--- config.mk ---
export PLATFORM = sky130hd
export DESIGN_NAME = bbu_branch_bool
export DESIGN_NICKNAME = d
export VERILOG_FILES = /design/src/bbu_pkg.sv /design/src/bbu_logic_unit.sv /design/src/bbu_branch_bool.sv
export SDC_FILE = /design/constraint.sdc
export NUM_CORES = 1
export LEC_CHECK = 0
export BUFFER_PORTS_ARGS = -buffer_cell sky130_fd_sc_hd__buf_2
export CAP_MARGIN = 20
export CORE_AREA = 2 2 193 100
export CTS_CLUSTER_SIZE = 30
export DETAILED_ROUTE_END_ITERATION = 6
export DIE_AREA = 0 0 195 102
export HOLD_SLACK_MARGIN = 0.03
export PLACE_DENSITY = 0.74
export SLEW_MARGIN = 30
export SYNTH_ARGS = -nofsm -noshare
export SYNTH_HDL_FRONTEND = slang
export SYNTH_SLANG_ARGS = --single-unit
--- constraint.sdc ---
create_clock -name i_core_clk -period 2.4 [get_ports i_core_clk]
set_input_delay 0 -clock i_core_clk [delete_from_list [all_inputs] [get_ports i_core_clk]]
set_output_delay 0 -clock i_core_clk [all_outputs]
set_load 0.02 [all_outputs]
--- src/bbu_pkg.sv ---
// constants shared by the branch test and boolean unit
package bbu_pkg;
	// operand widths
	localparam int WORD_W = 60;
	localparam int INDEX_W = 18;
	localparam int FM_W = 6;
	localparam int DESIG_W = 3;
	localparam int PARCEL_W = 2;
	localparam int FUNC_W = 3;
	localparam int EXP_TOP = 59;
	localparam int EXP_BOT = 48;
	localparam int IDX_SIGN = 17;

	// major function codes of the handled instructions
	localparam logic [FM_W-1:0] FM_XBRANCH = 6'h03;
	localparam logic [FM_W-1:0] FM_BR_EQ = 6'h04;
	localparam logic [FM_W-1:0] FM_BR_NE = 6'h05;
	localparam logic [FM_W-1:0] FM_BR_GE = 6'h06;
	localparam logic [FM_W-1:0] FM_BR_LT = 6'h07;
	localparam logic [FM_W-1:0] FM_XMIT = 6'h08;
	localparam logic [FM_W-1:0] FM_AND = 6'h09;
	localparam logic [FM_W-1:0] FM_OR = 6'h0a;
	localparam logic [FM_W-1:0] FM_XOR = 6'h0b;
	localparam logic [FM_W-1:0] FM_CPL = 6'h0c;
	localparam logic [FM_W-1:0] FM_ANDN = 6'h0d;

	// sub codes under the operand-word branch code
	localparam logic [DESIG_W-1:0] SUB_DEFINITE = 3'h6;
	localparam logic [DESIG_W-1:0] SUB_INDEFINITE = 3'h7;

	// top four octal digits of an indefinite operand
	localparam logic [EXP_TOP-EXP_BOT:0] EXP_POS_INDEF = 12'h3ff;
	localparam logic [EXP_TOP-EXP_BOT:0] EXP_NEG_INDEF = 12'hc00;

	// parcel where fetching resumes after a taken branch
	localparam logic [PARCEL_W-1:0] PARCEL_ZERO = 2'h0;

	// boolean unit function select
	localparam logic [FUNC_W-1:0] FN_XMIT = 3'h0;
	localparam logic [FUNC_W-1:0] FN_AND = 3'h1;
	localparam logic [FUNC_W-1:0] FN_OR = 3'h2;
	localparam logic [FUNC_W-1:0] FN_XOR = 3'h3;
	localparam logic [FUNC_W-1:0] FN_CPL = 3'h4;
	localparam logic [FUNC_W-1:0] FN_ANDN = 3'h5;

	// reset values
	localparam logic [WORD_W-1:0] WORD_RST = 60'h0;
	localparam logic [INDEX_W-1:0] INDEX_RST = 18'h0_0000;
endpackage : bbu_pkg

--- src/bbu_logic_unit.sv ---
// 60-bit boolean function unit with registered result
`timescale 1ns/1ns
module bbu_logic_unit
	import bbu_pkg::*;
(
	input wire logic i_core_clk,
	input wire logic i_rst,
	input wire logic i_valid,
	input wire logic [bbu_pkg::FUNC_W-1:0] i_func,
	input wire logic [bbu_pkg::WORD_W-1:0] i_operand_word_source_a,
	input wire logic [bbu_pkg::WORD_W-1:0] i_operand_word_source_b,
	output logic [bbu_pkg::WORD_W-1:0] o_operand_word_destination,
	output logic o_valid
);
	import bbu_pkg::*;

	logic [WORD_W-1:0] result_next;

	// bitwise function of the two source words
	always_comb begin
		unique case (i_func)
			FN_XMIT: result_next = i_operand_word_source_a;
			FN_AND: result_next = i_operand_word_source_a & i_operand_word_source_b;
			FN_OR: result_next = i_operand_word_source_a | i_operand_word_source_b;
			FN_XOR: result_next = i_operand_word_source_a ^ i_operand_word_source_b;
			FN_CPL: result_next = ~i_operand_word_source_b;
			FN_ANDN: result_next = i_operand_word_source_a & ~i_operand_word_source_b;
			default: result_next = i_operand_word_source_a;
		endcase
	end

	// result register, held until the next valid request
	always_ff @(posedge i_core_clk or posedge i_rst) begin
		if (i_rst) begin
			o_operand_word_destination <= WORD_RST;
		end else if (i_valid) begin
			o_operand_word_destination <= result_next;
		end
	end

	// one-cycle completion strobe
	always_ff @(posedge i_core_clk or posedge i_rst) begin
		if (i_rst) begin
			o_valid <= 1'b0;
		end else begin
			o_valid <= i_valid;
		end
	end
endmodule : bbu_logic_unit

--- src/bbu_branch_bool.sv ---
// branch test and boolean unit: branch decisions and 60-bit logic ops
//
// Functional notes
// - branches are two parcels; low 18 bits are K, the jump address
// - definite test continues only on exponent 1777 or 6000, else jumps
// - indefinite test jumps only on exponent 1777 or 6000, else continues
// - indefinite tests ignore coefficient; overflow and underflow count defined
// - with stack fitted, a taken branch outside the stack voids it
// - index equal branch jumps only on exact bit match
// - index unequal branch continues only on exact bit match
// - all zeros and all ones compare unequal
// - signed first >= second jumps, else continues
// - signed first < second jumps, else continues
// - positive zero orders above negative zero
// - transmit copies source a unchanged to destination
// - product writes bitwise and of both sources
// - sum writes bitwise or of both sources
// - difference writes bitwise xor of both sources
// - complement writes inverted source b
// - masked product writes a and not b
// - index sign is bit 17
`timescale 1ns/1ns
module bbu_branch_bool
	import bbu_pkg::*;
(
	input wire logic i_core_clk,
	input wire logic i_rst,
	input wire logic i_issue_valid,
	input wire logic [bbu_pkg::FM_W-1:0] i_fm,
	input wire logic [bbu_pkg::DESIG_W-1:0] i_desig,
	input wire logic [bbu_pkg::WORD_W-1:0] i_operand_word_source_a,
	input wire logic [bbu_pkg::WORD_W-1:0] i_operand_word_source_b,
	input wire logic [bbu_pkg::INDEX_W-1:0] i_index_register_first,
	input wire logic [bbu_pkg::INDEX_W-1:0] i_index_register_second,
	input wire logic [bbu_pkg::INDEX_W-1:0] i_k,
	input wire logic i_stack_fitted,
	input wire logic [bbu_pkg::INDEX_W-1:0] i_stack_low,
	input wire logic [bbu_pkg::INDEX_W-1:0] i_stack_high,
	output logic o_branch_done,
	output logic o_branch_taken,
	output logic [bbu_pkg::INDEX_W-1:0] o_jump_address,
	output logic [bbu_pkg::PARCEL_W-1:0] o_fetch_parcel,
	output logic o_discard_parcels,
	output logic o_stack_void,
	output logic [bbu_pkg::WORD_W-1:0] o_operand_word_destination,
	output logic o_result_valid,
	output logic o_unhandled
);
	import bbu_pkg::*;

	// exponent field check for indefinite operands, coefficient unused
	function automatic logic fp_indefinite(input logic [WORD_W-1:0] w);
		logic [EXP_TOP-EXP_BOT:0] e;
		e = w[EXP_TOP:EXP_BOT];
		return (e == EXP_POS_INDEF) || (e == EXP_NEG_INDEF);
	endfunction : fp_indefinite

	// signed index order, sign taken from the top bit
	function automatic logic idx_ge(input logic [INDEX_W-1:0] a, input logic [INDEX_W-1:0] b);
		logic sa;
		logic sb;
		sa = a[IDX_SIGN];
		sb = b[IDX_SIGN];
		// two's-complement view puts all ones below all zeros
		if (sa != sb) begin
			return sb;
		end
		return a >= b;
	endfunction : idx_ge

	// k address lies inside the held stack window
	function automatic logic in_stack(input logic [INDEX_W-1:0] k,
		input logic [INDEX_W-1:0] lo, input logic [INDEX_W-1:0] hi);
		return (k >= lo) && (k <= hi);
	endfunction : in_stack

	logic is_def;
	logic is_indef;
	logic is_eq;
	logic is_ne;
	logic is_ge;
	logic is_lt;
	logic is_branch;
	logic is_bool;
	logic take_next;
	logic [FUNC_W-1:0] func_sel;
	logic idx_same;
	logic indef;

	// instruction decode
	assign is_def = (i_fm == FM_XBRANCH) && (i_desig == SUB_DEFINITE);
	assign is_indef = (i_fm == FM_XBRANCH) && (i_desig == SUB_INDEFINITE);
	assign is_eq = (i_fm == FM_BR_EQ);
	assign is_ne = (i_fm == FM_BR_NE);
	assign is_ge = (i_fm == FM_BR_GE);
	assign is_lt = (i_fm == FM_BR_LT);
	assign is_branch = is_def | is_indef | is_eq | is_ne | is_ge | is_lt;
	assign is_bool = (i_fm >= FM_XMIT) && (i_fm <= FM_ANDN);

	// operand tests
	assign indef = fp_indefinite(i_operand_word_source_a);
	assign idx_same = (i_index_register_first == i_index_register_second);

	// taken decision for the current branch
	always_comb begin
		take_next = 1'b0;
		if (is_def) begin
			take_next = !indef;
		end else if (is_indef) begin
			take_next = indef;
		end else if (is_eq) begin
			take_next = idx_same;
		end else if (is_ne) begin
			take_next = !idx_same;
		end else if (is_ge) begin
			take_next = idx_ge(i_index_register_first, i_index_register_second);
		end else if (is_lt) begin
			take_next = !idx_ge(i_index_register_first, i_index_register_second);
		end
	end

	// map the function code to the boolean unit select
	always_comb begin
		unique case (i_fm)
			FM_AND: func_sel = FN_AND;
			FM_OR: func_sel = FN_OR;
			FM_XOR: func_sel = FN_XOR;
			FM_CPL: func_sel = FN_CPL;
			FM_ANDN: func_sel = FN_ANDN;
			default: func_sel = FN_XMIT;
		endcase
	end

	// branch completion and decision strobes
	always_ff @(posedge i_core_clk or posedge i_rst) begin
		if (i_rst) begin
			o_branch_done <= 1'b0;
			o_branch_taken <= 1'b0;
			o_discard_parcels <= 1'b0;
		end else begin
			o_branch_done <= i_issue_valid && is_branch;
			o_branch_taken <= i_issue_valid && is_branch && take_next;
			o_discard_parcels <= i_issue_valid && is_branch && take_next;
		end
	end

	// jump address from the low 18 bits, fetch restarts at parcel zero
	always_ff @(posedge i_core_clk or posedge i_rst) begin
		if (i_rst) begin
			o_jump_address <= INDEX_RST;
			o_fetch_parcel <= PARCEL_ZERO;
		end else if (i_issue_valid && is_branch) begin
			o_jump_address <= i_k;
			o_fetch_parcel <= PARCEL_ZERO;
		end
	end

	// stack invalidation when the target leaves the stack
	always_ff @(posedge i_core_clk or posedge i_rst) begin
		if (i_rst) begin
			o_stack_void <= 1'b0;
		end else begin
			o_stack_void <= i_issue_valid && is_branch && take_next && i_stack_fitted
				&& !in_stack(i_k, i_stack_low, i_stack_high);
		end
	end

	// codes outside this unit's group
	always_ff @(posedge i_core_clk or posedge i_rst) begin
		if (i_rst) begin
			o_unhandled <= 1'b0;
		end else begin
			o_unhandled <= i_issue_valid && !is_branch && !is_bool;
		end
	end

	// boolean datapath
	bbu_logic_unit u_logic (
		.i_core_clk(i_core_clk),
		.i_rst(i_rst),
		.i_valid(i_issue_valid && is_bool),
		.i_func(func_sel),
		.i_operand_word_source_a(i_operand_word_source_a),
		.i_operand_word_source_b(i_operand_word_source_b),
		.o_operand_word_destination(o_operand_word_destination),
		.o_valid(o_result_valid)
	);
endmodule : bbu_branch_bool

==> results by group <==
Setup path
  • Arrival time worst endpoint: 2.16 ns
  • WS Path Type: input port to flip-flop
  • Crit path max fanout: 3
  • Startpoint type of the worst setup path: input port
  • Critical Path RT: 2.61 ns
  • CP Capture Type: flip-flop

CTS
  • H-tree levels: 3
  • Skew-Pair Late Insertion Delay: 0.34 ns
  • CTS tree: built
  • Post-CTS setup buffer count: 0
  • CTS Buf Count: 9
  • CTS Root Buffer Type: clkbuf_16
  • Clk slew on worst S/H paths: 0.07 ns
  • TritonCTS Sinks: 83
  • Maximum root-to-sink buffer count: 2

Synth
  • Mapped Cells: 1068
  • Seq/Total Area, Yosys: 25.7%
  • Ys async rst share: 100%
  • Ranking of synthesized cells by area: dfrtp_1, ha_1, inv_1
  • Ys Warns: 0
  • Cell Area, Synth: 8080 um^2
  • Yosys reg bits: 83
  • Main synth FF type: dfrtp_1
  • Syn avg cell area: 7.56 um^2
  • Post-synth top area share: 25.7%
  • Top cell type by total area after synthesis: dfrtp_1
  • Number of flops mapped to enable cells by yosys: 0
  • Synth cell types: 56

Status
  • Outcome: finished clean

Detailed routing
  • Starting DRC count in detailed routing: 392
  • Drt total wl: 26800 um
  • Drt via density: 5.46
  • Remaining DRCs: 0
  • WL/cell: 16.2 um
  • Routed Antenna Nets: 0
  • Via count: 9041
  • TritonRoute pass-1 iters: 6

Run
  • Max_cap viols: 0

Placement
  • Gp weighted congestion: 0.876
  • Pre-CTS WS: 0.422 ns
  • # port buffers: 306
  • Half-perimeter wire length after placement: 18600 um

Global route
  • Initial antenna violation count: 3
  • Number of global-route vias before repair: 9206
  • GRT Total Usage: 26.6%
  • Largest net degree at the start of global routing: 87
  • First-pass GRT wire length: 43300 um
  • Congestion Overflow GR: 0

STA
  • Final worst slack: 0.446 ns
  • Hold Worst Slack: 0.0434 ns
  • Clk_skew: 0 ns
  • # setup viols final: 0
  • Tmin final: 1.95 ns
  • Final hold violations: 0
  • Setup Total Neg Slack: 0 ns
  • FMAX: 512 MHz
  • Final Max Slew Viols: 0
  • Unrepaired setup endpoints after global routing: false
  • Slew headroom: 53.2%
  • Least-Margin Pin Slew: 0.702 ns
  • Final Cycle Share: 81.4%

Floorplanning
  • Initial core utilization: 44.6%
  • Core ar.: 18100 um^2
  • Rows: 35
  • Die Wd: 195 um
  • DIE AREA: 19900 um^2
  • IO Count: 309
  • Die Y: 102 um

Layout
  • Final #Nets: 1747
  • Leading cell types in the layout, fill and taps excluded: buf_2, inv_1, nand2_1
  • Most common cell after layout, fill and taps aside: buf_2
  • Synth-to-layout area growth: 35.2%
  • Layout cells sized above 1: 26.5%

Pwr
  • Leakage: 0.00589 uW
  • Max VDD drop: 0.000358 V
  • Pwr dens: 488 nW/um^2
  • Total power: 5330 uW

Worst hold path
  • Worst min path class: input port to flip-flop
## layer usage
layer	global-route usage [%]	share of wire, %	up-vias
met1	29.7	41	4251
met4	13.3	3.6	0
met5	0	0	-
met3	4.98	5.3	82
li1	-	-	4366
met2	49.9	50	342
## through the flow
| stage | util [%] | instances | area [um^2] |
|---|---|---|---|
| 6_report | 60.3 | 1657 | 10900 |
| 5_1_grt | 60.2 | 1656 | 10900 |
| 4_1_cts | 60.2 | 1654 | 10900 |
| 3_5_place_dp | 54.4 | 1564 | 9860 |
| 3_3_place_gp | 54.4 | 1564 | 9860 |
| 2_1_floorplan | - | 1069 | 8080 |
## worst paths after layout
kind	start	end	slack (ns)	cells after the start
worst max register to register	o_jump_address[5]	o_jump_address[5]	1.64	1
min in group asynchronous	i_rst	o_jump_address[8]	0.31	3
worst min-delay path	i_operand_word_source_a[48]	u_logic.o_operand_word_destination[48]	0.04	3
max in group asynchronous	i_rst	u_logic.o_operand_word_destination[44]	1.41	4
worst min register to register	u_logic.o_operand_word_destination[13]	u_logic.o_operand_word_destination[13]	0.48	2
worst max-delay path	i_k[16]	o_stack_void	0.45	8
## area by class of cell
| cell class | count | area, um^2 |
|---|---|---|
| multi-input cells | 745 | 5100 |
| diodes | 3 | 7.51 |
| clock inverters | 4 | 50.0 |
| clock buffers | 11 | 253 |
| flip-flops and latches | 83 | 2080 |
| inverters | 176 | 663 |
| repair buffers | 395 | 2480 |
| fillers | 1572 | 7210 |
| well taps | 240 | 300 |
## registers in the layout, indices dropped and copies added (netlist names)
signal / flops
o_stack_void: 1
o_discard_parcels: 1
u_logic.o_operand_word_destination: 60
o_jump_address: 18
o_unhandled: 1
u_logic.o_valid: 1
o_branch_done: 1
## cell usage after synthesis, drive strengths merged, types with 18 or more instances
cell type and n:
a21o 53, a21oi 85, a221oi 52, buf 18, clkbuf 47, dfrtp 83
ha 114, inv 176, mux2 18, nand2 172, nor2 23, o21ai 130
## kinds of logic after synthesis
kind of cell / Yosys count / share of synthesized area (%)
flops: 83 / 25.7
buf+inv: 241 / 11.7
compound gates: 351 / 27.6
xor+xnor: 12 / 1.30
fa+ha+maj: 114 / 17.7
simple gates: 248 / 13.5
mux: 18 / 2.51
other cells: 1 / 0.0464
## report_power, final
group	total, uW	leakage [uW]	internal [uW]	switching [uW]
logic	2010	0.00470	825	1180
registers	1850	0.00105	1690	161
clock network	1470	0.000144	857	612
total	5330	0.00589	3370	1950
## worst max-delay path, stage by stage
cell	delay (ns)
dlygate4sd3_1	0.55
buf_2	0.15
ha_1	0.22
or4_1	0.51
nor3_1	0.23
o2111ai_1	0.15
a22oi_1	0.25
nor4_1	0.10
## what timing repair did
item	CTS	global route
hold buffers	75	0
endpoints found under the setup margin	0	0
hold endpoints to repair	116	0
gates resized for setup	0	0
Power figures use the tool's default switching activity.
